## config.mk

```make
export PLATFORM = sky130hd
export DESIGN_NAME = buck_regulator_control_regs
export DESIGN_NICKNAME = d
export VERILOG_FILES = /design/src/core/buck_regs_pkg.sv /design/src/core/buck_regulator_control_regs.sv
export SDC_FILE = /design/constraint.sdc
export NUM_CORES = 1
export LEC_CHECK = 0
export BUFFER_PORTS_ARGS = -buffer_cell sky130_fd_sc_hd__buf_2
export CAP_MARGIN = 20
export CORE_AREA = 2 2 76 78
export DETAILED_ROUTE_END_ITERATION = 16
export DIE_AREA = 0 0 78 80
export PLACE_DENSITY = 0.66
export SLEW_MARGIN = 15
export SYNTH_ARGS = -nofsm -noshare
export SYNTH_HDL_FRONTEND = slang
export SYNTH_SLANG_ARGS = --single-unit
```

## constraint.sdc

```tcl
create_clock -name sys_clk -period 2 [get_ports sys_clk]
set_clock_uncertainty 0.05 [all_clocks]
set_input_delay 0.5 -clock sys_clk [delete_from_list [all_inputs] [get_ports sys_clk]]
set_output_delay 0.5 -clock sys_clk [all_outputs]
set_load 0.02 [all_outputs]
```

## src/core/buck_regs_pkg.sv

```systemverilog
package buck_regs_pkg;

	// register indices; byte address is four times the index
	localparam logic [7:0] IDX_BUCK2_CONTROL_UPPER = 8'h3B;
	localparam logic [7:0] IDX_BUCK2_CURRENT_LIMIT_TIMING = 8'h3C;
	localparam logic [7:0] IDX_BUCK3_RUN_VOLTAGE = 8'h3E;
	localparam logic [7:0] IDX_BUCK3_STANDBY_VOLTAGE = 8'h3F;

	// field positions
	localparam int RAMP_RATE_BIT = 4;
	localparam int FPWM_FALL_BIT = 5;
	localparam int FPWM_BIT = 6;
	localparam int DIS_DISABLE_BIT = 7;
	localparam int ILIM_LSB = 0;
	localparam int TOFF_BIT = 4;
	localparam int CODE_LSB = 0;

	// implemented-bit masks per register
	localparam logic [7:0] MASK_CONTROL_UPPER = 8'hF0;
	localparam logic [7:0] MASK_LIMIT_TIMING = 8'h13;
	localparam logic [7:0] MASK_CODE = 8'h0F;

	// reset values; the fuse load right after reset overwrites the fused fields
	localparam logic RST_BIT = 1'b0;
	localparam logic [1:0] RST_ILIM = 2'h0;
	localparam logic [3:0] RST_CODE = 4'h0;
	localparam logic [31:0] RST_DATA = 32'h0000_0000;

	// ramp timing: one step per this many microseconds
	localparam int RAMP_FAST_US = 2;
	localparam int RAMP_SLOW_US = 4;
	localparam int STEP_W = 6;
	localparam logic [STEP_W-1:0] STEP_ZERO = 6'h00;

	typedef enum logic [1:0] {
		PH_LOAD = 2'b01,
		PH_RUN = 2'b10
	} phase_type;

	typedef struct packed {
		logic [7:0] adr;
		logic [31:0] dat;
		logic [3:0] sel;
		logic we;
		logic cyc;
		logic stb;
	} wb_req_type;

	typedef struct packed {
		logic ramp_rate;
		logic discharge_disable;
		logic [1:0] current_limit;
		logic [3:0] run_code;
		logic [3:0] standby_code;
		logic scaling_source_select;
	} fuse_type;

	typedef struct packed {
		phase_type phase;
		logic ramp_rate;
		logic fpwm_fall;
		logic fpwm;
		logic dis_disable;
		logic [1:0] ilim;
		logic toff;
		logic [3:0] run_code;
		logic [3:0] stby_code;
		logic src_sel;
		logic ack;
		logic [31:0] rdata;
		logic [STEP_W-1:0] step_cnt;
		logic step_tick;
		logic force_ccm;
		logic discharge_on;
	} state_type;

endpackage

```

## src/core/buck_regulator_control_regs.sv

```systemverilog
`timescale 1ns/1ns
module buck_regulator_control_regs
	import buck_regs_pkg::*;
#(
	parameter int ADDR_W = 8, // byte address width
	parameter int CLK_MHZ = 10 // clock rate in MHz
) (
	input wire logic sys_clk, // system clock
	input wire logic srst, // synchronous reset, active high
	input wire wb_req_type wb_req, // wishbone request group
	output logic [31:0] wb_dat_o, // wishbone read data
	output logic wb_ack_o, // wishbone acknowledge
	input wire fuse_type fuse, // fuse array contents
	input wire logic regulator_enable, // second buck is enabled
	input wire logic ramp_active, // a voltage transition is in progress
	input wire logic ramp_falling, // the transition is downward
	output logic ramp_step_tick, // one pulse per 12.5 mV step
	output logic ramp_slow_select, // stored ramp-rate bit
	output logic force_ccm, // force continuous conduction
	output logic discharge_connect, // connect output discharge resistor
	output logic [1:0] current_limit_select, // current limit code
	output logic on_off_time_control_select, // 1 selects off-time control
	output logic [3:0] buck3_run_voltage_code, // third buck run code
	output logic [3:0] buck3_standby_voltage_code // third buck standby code
);

	localparam int FAST_CYC = RAMP_FAST_US * CLK_MHZ;
	localparam int SLOW_CYC = RAMP_SLOW_US * CLK_MHZ;

	// elaboration checks
	if (ADDR_W < 8 || ADDR_W > 32) begin : g_bad_addr
		$error("ADDR_W must lie between 8 and 32");
	end
	if (CLK_MHZ < 1 || SLOW_CYC > (1 << STEP_W)) begin : g_bad_clk
		$error("CLK_MHZ gives a step period the counter cannot hold");
	end

	state_type state_reg;
	state_type state_next;

	////////////////////////////////////////////////////////////////////////
	// helpers

	// byte address of a register index
	function automatic logic [ADDR_W-1:0] reg_addr(input logic [7:0] idx);
		reg_addr = ADDR_W'({idx, 2'b00});
	endfunction

	// implemented bits of the register at a byte address, zero if unmapped
	function automatic logic [7:0] read_mask(input logic [ADDR_W-1:0] a);
		read_mask = 8'h00;
		if (a == reg_addr(IDX_BUCK2_CONTROL_UPPER)) begin
			read_mask = MASK_CONTROL_UPPER;
		end else if (a == reg_addr(IDX_BUCK2_CURRENT_LIMIT_TIMING)) begin
			read_mask = MASK_LIMIT_TIMING;
		end else if (a == reg_addr(IDX_BUCK3_RUN_VOLTAGE)) begin
			read_mask = MASK_CODE;
		end else if (a == reg_addr(IDX_BUCK3_STANDBY_VOLTAGE)) begin
			read_mask = MASK_CODE;
		end
	endfunction

	// step period minus one for a given ramp-rate bit
	function automatic logic [STEP_W-1:0] step_last(input logic slow);
		step_last = slow ? STEP_W'(SLOW_CYC - 1) : STEP_W'(FAST_CYC - 1);
	endfunction

	logic [ADDR_W-1:0] bus_addr;
	logic bus_req;
	logic bus_write;
	logic [7:0] wbyte;
	logic [7:0] rbyte;

	assign bus_addr = ADDR_W'(wb_req.adr);
	assign bus_req = wb_req.cyc && wb_req.stb;
	// a write lands at the edge where the master sees ack
	assign bus_write = bus_req && state_reg.ack && wb_req.we && wb_req.sel[0];
	assign wbyte = wb_req.dat[7:0];

	////////////////////////////////////////////////////////////////////////
	// read data assembly
	always_comb begin
		rbyte = 8'h00;
		if (bus_addr == reg_addr(IDX_BUCK2_CONTROL_UPPER)) begin
			rbyte[RAMP_RATE_BIT] = state_reg.ramp_rate;
			rbyte[FPWM_FALL_BIT] = state_reg.fpwm_fall;
			rbyte[FPWM_BIT] = state_reg.fpwm;
			rbyte[DIS_DISABLE_BIT] = state_reg.dis_disable;
		end else if (bus_addr == reg_addr(IDX_BUCK2_CURRENT_LIMIT_TIMING)) begin
			rbyte[ILIM_LSB +: 2] = state_reg.ilim;
			rbyte[TOFF_BIT] = state_reg.toff;
		end else if (bus_addr == reg_addr(IDX_BUCK3_RUN_VOLTAGE)) begin
			rbyte[CODE_LSB +: 4] = state_reg.run_code;
		end else if (bus_addr == reg_addr(IDX_BUCK3_STANDBY_VOLTAGE)) begin
			rbyte[CODE_LSB +: 4] = state_reg.stby_code;
		end
	end

	////////////////////////////////////////////////////////////////////////
	// next state
	always_comb begin
		state_next = state_reg;
		state_next.ack = 1'b0;
		state_next.rdata = RST_DATA;
		case (state_reg.phase)
			PH_LOAD: begin
				// fuse load in the first cycle after reset
				state_next.ramp_rate = fuse.ramp_rate;
				state_next.dis_disable = fuse.discharge_disable;
				state_next.ilim = fuse.current_limit;
				state_next.run_code = fuse.run_code;
				state_next.stby_code = fuse.standby_code;
				state_next.src_sel = fuse.scaling_source_select;
				state_next.phase = PH_RUN;
			end
			PH_RUN: begin
				// software writes, only implemented bits are taken
				if (bus_write && bus_addr == reg_addr(IDX_BUCK2_CONTROL_UPPER)) begin
					state_next.ramp_rate = wbyte[RAMP_RATE_BIT];
					state_next.fpwm_fall = wbyte[FPWM_FALL_BIT];
					state_next.fpwm = wbyte[FPWM_BIT];
					state_next.dis_disable = wbyte[DIS_DISABLE_BIT];
				end
				if (bus_write && bus_addr == reg_addr(IDX_BUCK2_CURRENT_LIMIT_TIMING)) begin
					state_next.ilim = wbyte[ILIM_LSB +: 2];
					state_next.toff = wbyte[TOFF_BIT];
				end
			end
			default: begin
				state_next.phase = PH_LOAD;
			end
		endcase

		// single-cycle ack, read data captured with it
		if (bus_req && !state_reg.ack) begin
			state_next.ack = 1'b1;
			state_next.rdata = {24'h00_0000, rbyte};
		end

		// step timer runs only when this block paces the ramp
		state_next.step_tick = 1'b0;
		if (ramp_active && !state_reg.src_sel && state_reg.phase == PH_RUN) begin
			if (state_reg.step_cnt >= step_last(state_reg.ramp_rate)) begin
				state_next.step_cnt = STEP_ZERO;
				state_next.step_tick = 1'b1;
			end else begin
				state_next.step_cnt = state_reg.step_cnt + 1'b1;
			end
		end else begin
			state_next.step_cnt = STEP_ZERO;
		end

		// mode outputs to the power stage
		state_next.force_ccm = state_reg.fpwm
			|| (state_reg.fpwm_fall && ramp_active && ramp_falling);
		state_next.discharge_on = !state_reg.dis_disable && !regulator_enable;
	end

	////////////////////////////////////////////////////////////////////////
	// state register
	always_ff @(posedge sys_clk) begin
		if (srst) begin
			state_reg.phase <= PH_LOAD;
			state_reg.ramp_rate <= RST_BIT;
			state_reg.fpwm_fall <= RST_BIT;
			state_reg.fpwm <= RST_BIT;
			state_reg.dis_disable <= RST_BIT;
			state_reg.ilim <= RST_ILIM;
			state_reg.toff <= RST_BIT;
			state_reg.run_code <= RST_CODE;
			state_reg.stby_code <= RST_CODE;
			state_reg.src_sel <= RST_BIT;
			state_reg.ack <= RST_BIT;
			state_reg.rdata <= RST_DATA;
			state_reg.step_cnt <= STEP_ZERO;
			state_reg.step_tick <= RST_BIT;
			state_reg.force_ccm <= RST_BIT;
			state_reg.discharge_on <= RST_BIT;
		end else begin
			state_reg <= state_next;
		end
	end

	////////////////////////////////////////////////////////////////////////
	// outputs straight from the state register
	assign wb_dat_o = state_reg.rdata;
	assign wb_ack_o = state_reg.ack;
	assign ramp_step_tick = state_reg.step_tick;
	assign ramp_slow_select = state_reg.ramp_rate;
	assign force_ccm = state_reg.force_ccm;
	assign discharge_connect = state_reg.discharge_on;
	assign current_limit_select = state_reg.ilim;
	assign on_off_time_control_select = state_reg.toff;
	assign buck3_run_voltage_code = state_reg.run_code;
	assign buck3_standby_voltage_code = state_reg.stby_code;

	////////////////////////////////////////////////////////////////////////
	// checks

	ack_answer_a: assert property (@(posedge sys_clk) disable iff (srst)
		(bus_req && !wb_ack_o) |=> wb_ack_o ##1 !wb_ack_o)
		else $error("ack did not pulse one cycle after the request");

	unused_zero_a: assert property (@(posedge sys_clk) disable iff (srst)
		wb_ack_o |-> ((wb_dat_o[7:0] & ~read_mask($past(bus_addr))) == 8'h00
			&& wb_dat_o[31:8] == 24'h00_0000))
		else $error("unused bits read back nonzero");

	fuse_load_a: assert property (@(posedge sys_clk) disable iff (srst)
		(state_reg.phase == PH_LOAD && !srst) |=> (ramp_slow_select == $past(fuse.ramp_rate)
			&& current_limit_select == $past(fuse.current_limit)
			&& state_reg.dis_disable == $past(fuse.discharge_disable)))
		else $error("fuse values not loaded after reset");

	ramp_write_a: assert property (@(posedge sys_clk) disable iff (srst)
		(state_reg.phase == PH_RUN && bus_write
			&& bus_addr == reg_addr(IDX_BUCK2_CONTROL_UPPER))
		|=> ramp_slow_select == $past(wbyte[RAMP_RATE_BIT])
			&& state_reg.fpwm == $past(wbyte[FPWM_BIT]))
		else $error("control write not stored");

	limit_write_a: assert property (@(posedge sys_clk) disable iff (srst)
		(state_reg.phase == PH_RUN && bus_write
			&& bus_addr == reg_addr(IDX_BUCK2_CURRENT_LIMIT_TIMING))
		|=> current_limit_select == $past(wbyte[1:0])
			&& on_off_time_control_select == $past(wbyte[TOFF_BIT]))
		else $error("current limit or timing select not stored");

	codes_fixed_a: assert property (@(posedge sys_clk) disable iff (srst)
		(state_reg.phase == PH_RUN && $past(state_reg.phase) == PH_RUN)
		|-> $stable(buck3_run_voltage_code) && $stable(buck3_standby_voltage_code))
		else $error("third buck code changed after load");

	step_period_a: assert property (@(posedge sys_clk) disable iff (srst)
		ramp_step_tick |-> $past(state_reg.step_cnt) == step_last($past(ramp_slow_select)))
		else $error("ramp step came at the wrong period");

	source_ignore_a: assert property (@(posedge sys_clk) disable iff (srst)
		state_reg.src_sel |=> !ramp_step_tick)
		else $error("step pacing active while fused source select is set");

	ccm_force_a: assert property (@(posedge sys_clk) disable iff (srst)
		force_ccm == $past(state_reg.fpwm
			|| (state_reg.fpwm_fall && ramp_active && ramp_falling)))
		else $error("forced conduction output wrong");

	discharge_map_a: assert property (@(posedge sys_clk) disable iff (srst)
		discharge_connect == $past(!state_reg.dis_disable && !regulator_enable))
		else $error("discharge resistor control wrong");

endmodule

```

# Yosys cells after proc, flatten, opt, wreduce, memory -nomap -nowiden
# Cells that the tools add are included.
dict set report totals {
  regBits 60
  in_bits 65
  word_cells 77
}
dict set report op_classes {
  addsub 1
  n_lt_le_gt_ge 1
  n_eq_ne 8
  mux 16
  bitwise 3
  n_reduce_logical 28
}
# operator count
set op_table {}
lappend op_table {{33-bit two-way mux} 1}
lappend op_table {{8-bit == test, second input constant} 4}
lappend op_table {{4-bit two-way mux} 4}
lappend op_table {{1-bit logical AND} 12}
lappend op_table {{3-bit OR reduction} 3}
lappend op_table {{2-bit AND reduction} 4}
lappend op_table {{6-bit by 1-bit adder with 6-bit output, second input constant} 1}
lappend op_table {{6-bit greater-or-equal comparator} 1}
lappend op_table {{3-bit two-way mux} 2}
lappend op_table {{6-bit two-way mux} 1}
lappend op_table {{3-bit one-hot mux with 2 select lines} 1}
lappend op_table {{1-bit zero test} 4}
lappend op_table {{2-bit two-way mux} 2}
lappend op_table {{2-bit inequality test, second input constant} 2}
lappend op_table {{2-bit one-hot mux with 2 select lines} 1}
lappend op_table {{2-bit OR reduction} 2}
lappend op_table {{4-bit OR reduction} 1}
lappend op_table {{1-bit two-way mux} 3}
lappend op_table {{1-bit NOT} 3}
lappend op_table {{2-bit by 1-bit == test with 1-bit output, second input constant} 1}
lappend op_table {{2-bit == test, second input constant} 1}
lappend op_table {{1-bit one-hot mux with 2 select lines} 1}
lappend op_table {{2-bit nonzero test} 1}
lappend op_table {{1-bit logical OR} 1}

# Logic depth before layout (Yosys ltp)
dict set report depth {
  word_depth 7
  ltp_mapped 6
  depth_no_buf 6
}

# Worst setup path after synthesis
# No wires, ideal clock.
dict set report synth_timing {
  kind {input to register}
  start {in wb_req[43] in the netlist's numbering}
  end {reg state_reg[55] in the netlist's numbering}
  setup_time_ps 128
  arrival_time_ps 1644
  slack_ps 178
  stages 4
  path_buffers 0
  path_cell_list {or4b_4 nor4_4 mux2i_1 nor2_1}
}
dict set report synth_between {
  elab_chain_cells 3
}
# element line_no
set synth_rtl {}
lappend synth_rtl {{start, declared} buck_regulator_control_regs.sv:10} ;# input wire wb_req_type wb_req,
lappend synth_rtl {{8-bit == test} buck_regulator_control_regs.sv:118} ;# if (bus_write && bus_addr == reg_addr(IDX_BUCK2_CONTROL_UPPER)) begin
lappend synth_rtl {{1-bit logical AND} buck_regulator_control_regs.sv:118}
lappend synth_rtl {{2-bit AND reduction (no line)} -}
lappend synth_rtl {{end signal, assigned} buck_regulator_control_regs.sv:180} ;# state_reg <= state_next;
lappend synth_rtl {{end, declared} buck_regulator_control_regs.sv:38} ;# state_type state_reg;
# Every way passes these cells.
# A chain may end at the register's enable or synchronous reset.

# Worst setup path in the final report
dict set report layout_timing {
  start {reg state_reg (netlist bit ramp_slow_select)}
  end {reg state_reg[8] in the netlist's numbering}
}
dict set report layout_between {
  elab_chain_cells 3
}
# element line_no
set layout_rtl {}
lappend layout_rtl {{6-bit two-way mux} buck_regulator_control_regs.sv:65} ;# step_last = slow ? STEP_W'(SLOW_CYC - 1) : STEP_W'(FAST_CYC - 1);
lappend layout_rtl {{6-bit greater-or-equal comparator} buck_regulator_control_regs.sv:143} ;# if (state_reg.step_cnt >= step_last(state_reg.ramp_rate)) begin
lappend layout_rtl {{3-bit OR reduction (no line)} -}
# Every way passes these cells.

==> impl_metrics.json <==
{
  "layout_commonest_cell": "buf_2",
  "yosysTopAreaCellShare_pct": 39.4,
  "start_kind": "flip-flop",
  "drc": 0,
  "internal_power_mw": 1.13,
  "core_area_um2": 5410,
  "crit_slowest_cell": "dfxtp_1",
  "cp.required_ns": 2.16,
  "switching_share_pct": 28.9,
  "fmax_mhz": 576,
  "drtPass1Iterations": 4,
  "yosys_warnings": 0,
  "power_mw": 1.60,
  "period_share_pct": 86.8,
  "routed_wl_um": 3610,
  "largest_reg_flops": 12,
  "power_switching_mw": 0.461,
  "grt_pass1_wl_um": 5830,
  "postCtsSetupRepairBufs": 0,
  "clkSinkCount": 36,
  "cts.repair.resized": 0,
  "die_area_um2": 6240,
  "instances_no_fill": 330,
  "hold_viol_final": 0,
  "syn_area_per_cell_um2": 8.63,
  "cts_tree": "yes",
  "drive_gt1_share_pct": 30.6,
  "layout_common_cells": "buf_2 (59), dfxtp_1 (36), nand2_1 (25), conb_1 (24), nor2_1 (20)",
  "grt_setup_unrepaired": "false",
  "route.vias.total": 1408,
  "cp_num_buf_inv": 1,
  "crit_family": "compound AO/OA/AOI/OAI gates",
  "port_buffers": 59,
  "dp.cells": 322,
  "first_global_vias": 1284,
  "worst_pin_slew_ns": 0.532,
  "num-fill-cells": 576,
  "worstPathArrival_ns": 1.90,
  "fin_crit_ns": 1.74,
  "path_clk_slew_ns": 0.07,
  "die_y_um": 80,
  "finalSetupViolations": 0,
  "whs_ns": 0.332,
  "rows": 27,
  "ys_types": 34,
  "power-per-cell-area_nw_per_um2": 772,
  "peakVddDrop_v": 0.000231,
  "max-slew-margin-rel_pct": 64.5,
  "area_growth_pct": 13.0,
  "wire_per_inst_um": 10.9,
  "hold_depth": 2,
  "ioPinCount": 113,
  "ys_ff_latch": 36,
  "ctsHoldBuffers": 0,
  "path_class": "reg -> reg",
  "place.gp.congestion": 0.779,
  "antenna_found_initial": 0,
  "fin_setup_tns_ns": 0,
  "synth_cells": 212,
  "start_util_pct": 33.8,
  "path_cells": "inv_1, ha_1, a211o_1, a21oi_1, o211ai_1, nor2_1",
  "cts_made_buffers": 5,
  "crit_cells": 6,
  "hp-class": "in -> reg",
  "dp_hpwl_um": 2860,
  "path_max_fanout": 6,
  "ff2ff_path_depth": 6,
  "status": "complete, no violations",
  "clock_path_buffers": 2,
  "gr-usage-all-layers_pct": 12.1,
  "yosysSeqAreaShare_pct": 39.4,
  "critPathCaptureType": "flip-flop",
  "synth.area.top_cells": "dfxtp_1 (39%), buf_4 (18%), nand2_1 (5.1%)",
  "grt_max_degree": 20,
  "maxCapViolCount": 0,
  "critPathMaxStageDelay_ns": 0.37,
  "ff2ff_setup_slack_ns": 0.26,
  "vias_per_cell": 4.27,
  "grt_overflow_total": 0,
  "nets": 326,
  "netlist_area_um2": 1830,
  "p_leak_nw": 1.01,
  "finalMaxSlewViolations": 0,
  "clock_power_share_pct": 32.3,
  "htreeDepth": 2,
  "p_seq_share_pct": 49.1,
  "clkLatencyLatePin_ns": 0.28,
  "num_antenna_cells": 0,
  "initialDrtViolationCount": 41,
  "ant_nets": 0,
  "comb_power_share_pct": 18.6,
  "die_w_um": 78,
  "yosysTopAreaCell": "dfxtp_1",
  "cts_root_buf": "clkbuf_8"
}
==> cells by family (layout without fill, tap and decap cells) <==
logic type / count (synthesis) / count (layout) / synth area share, %
mux: 9 / 9 / 5.20
compound gates: 27 / 27 / 8.55
xor+xnor: 4 / 4 / 1.92
fa+ha+maj: 4 / 4 / 2.74
flops: 36 / 36 / 39.4
buf+inv: 54 / 77 / 20.9
other cells: 1 / 24 / 0.205
simple gates: 77 / 77 / 21.1
==> through the flow <==
step | setup WS, ns | util [%] | cell area, um^2
global route | 0.0529 | 38.2 | 2070
finish | 0.264 | 38.2 | 2070
CTS | 0.235 | 38.2 | 2070
global placement | 0.0476 | 36.5 | 1970
detailed placement | 0.0449 | 36.5 | 1970
floorplan | 0.178 | - | 1920
==> final cells by class <==
class                   count  area [um^2]  share of cell area, %
multi-input cells         145          812                   39.3
well taps                  72         90.1                   4.36
repair buffers             64          333                   16.1
clock buffers               6         82.6                   4.00
flip-flops and latches     36          721                   34.9
clock inverters             2         10.0                  0.484
inverters                   5         18.8                  0.908
==> worst paths after layout <==
kind | start | end
worst min register to register | state_reg[3]$_SDFF_PP0_ | state_reg[3]$_SDFF_PP0_
worst max register to register | ramp_slow_select$_SDFFE_PP0P_ | state_reg[8]$_SDFF_PP0_
worst min-delay path | regulator_enable | discharge_connect$_SDFF_PP0_
worst max-delay path | ramp_slow_select$_SDFFE_PP0P_ | state_reg[8]$_SDFF_PP0_
==> synth_stat cells, drive strengths merged <==
cell type and instances:
buf 46, dfxtp 36, nand2 25, nor2 20, a21oi 17, nor3 6
and3 5, inv 5, mux2i 5, nand2b 5, nand3 5, ha 4
mux2 4, a31oi 3, clkbuf 3, and2 2, nand4 2, nor4 2
nor4b 2, xnor2 2, xor2 2, a211o 1, a211oi 1, a21o 1
a311oi 1, conb 1, nand4b 1, nor2b 1, o211ai 1, o21ai 1
o22ai 1, or4b 1
==> power groups by stage <==
| stage | clock network, mW | registers (mW) | logic (mW) |
|---|---|---|---|
| floorplan | 0 | 0.799 | 0.266 |
| global placement | 0 | 0.799 | 0.294 |
| detailed placement | 0 | 0.801 | 0.299 |
| CTS | 0.535 | 0.784 | 0.300 |
| global route | 0.574 | 0.789 | 0.328 |
| finish | 0.516 | 0.784 | 0.297 |
==> metal layers <==
layer	up-vias	part of all wire (%)	track usage [%]
li1	732	-	-
met1	617	45	15.2
met2	57	46	18.0
met3	2	8.0	4.86
met4	0	1.1	5.96
met5	-	0	0
Power figures use the tool's default switching activity.
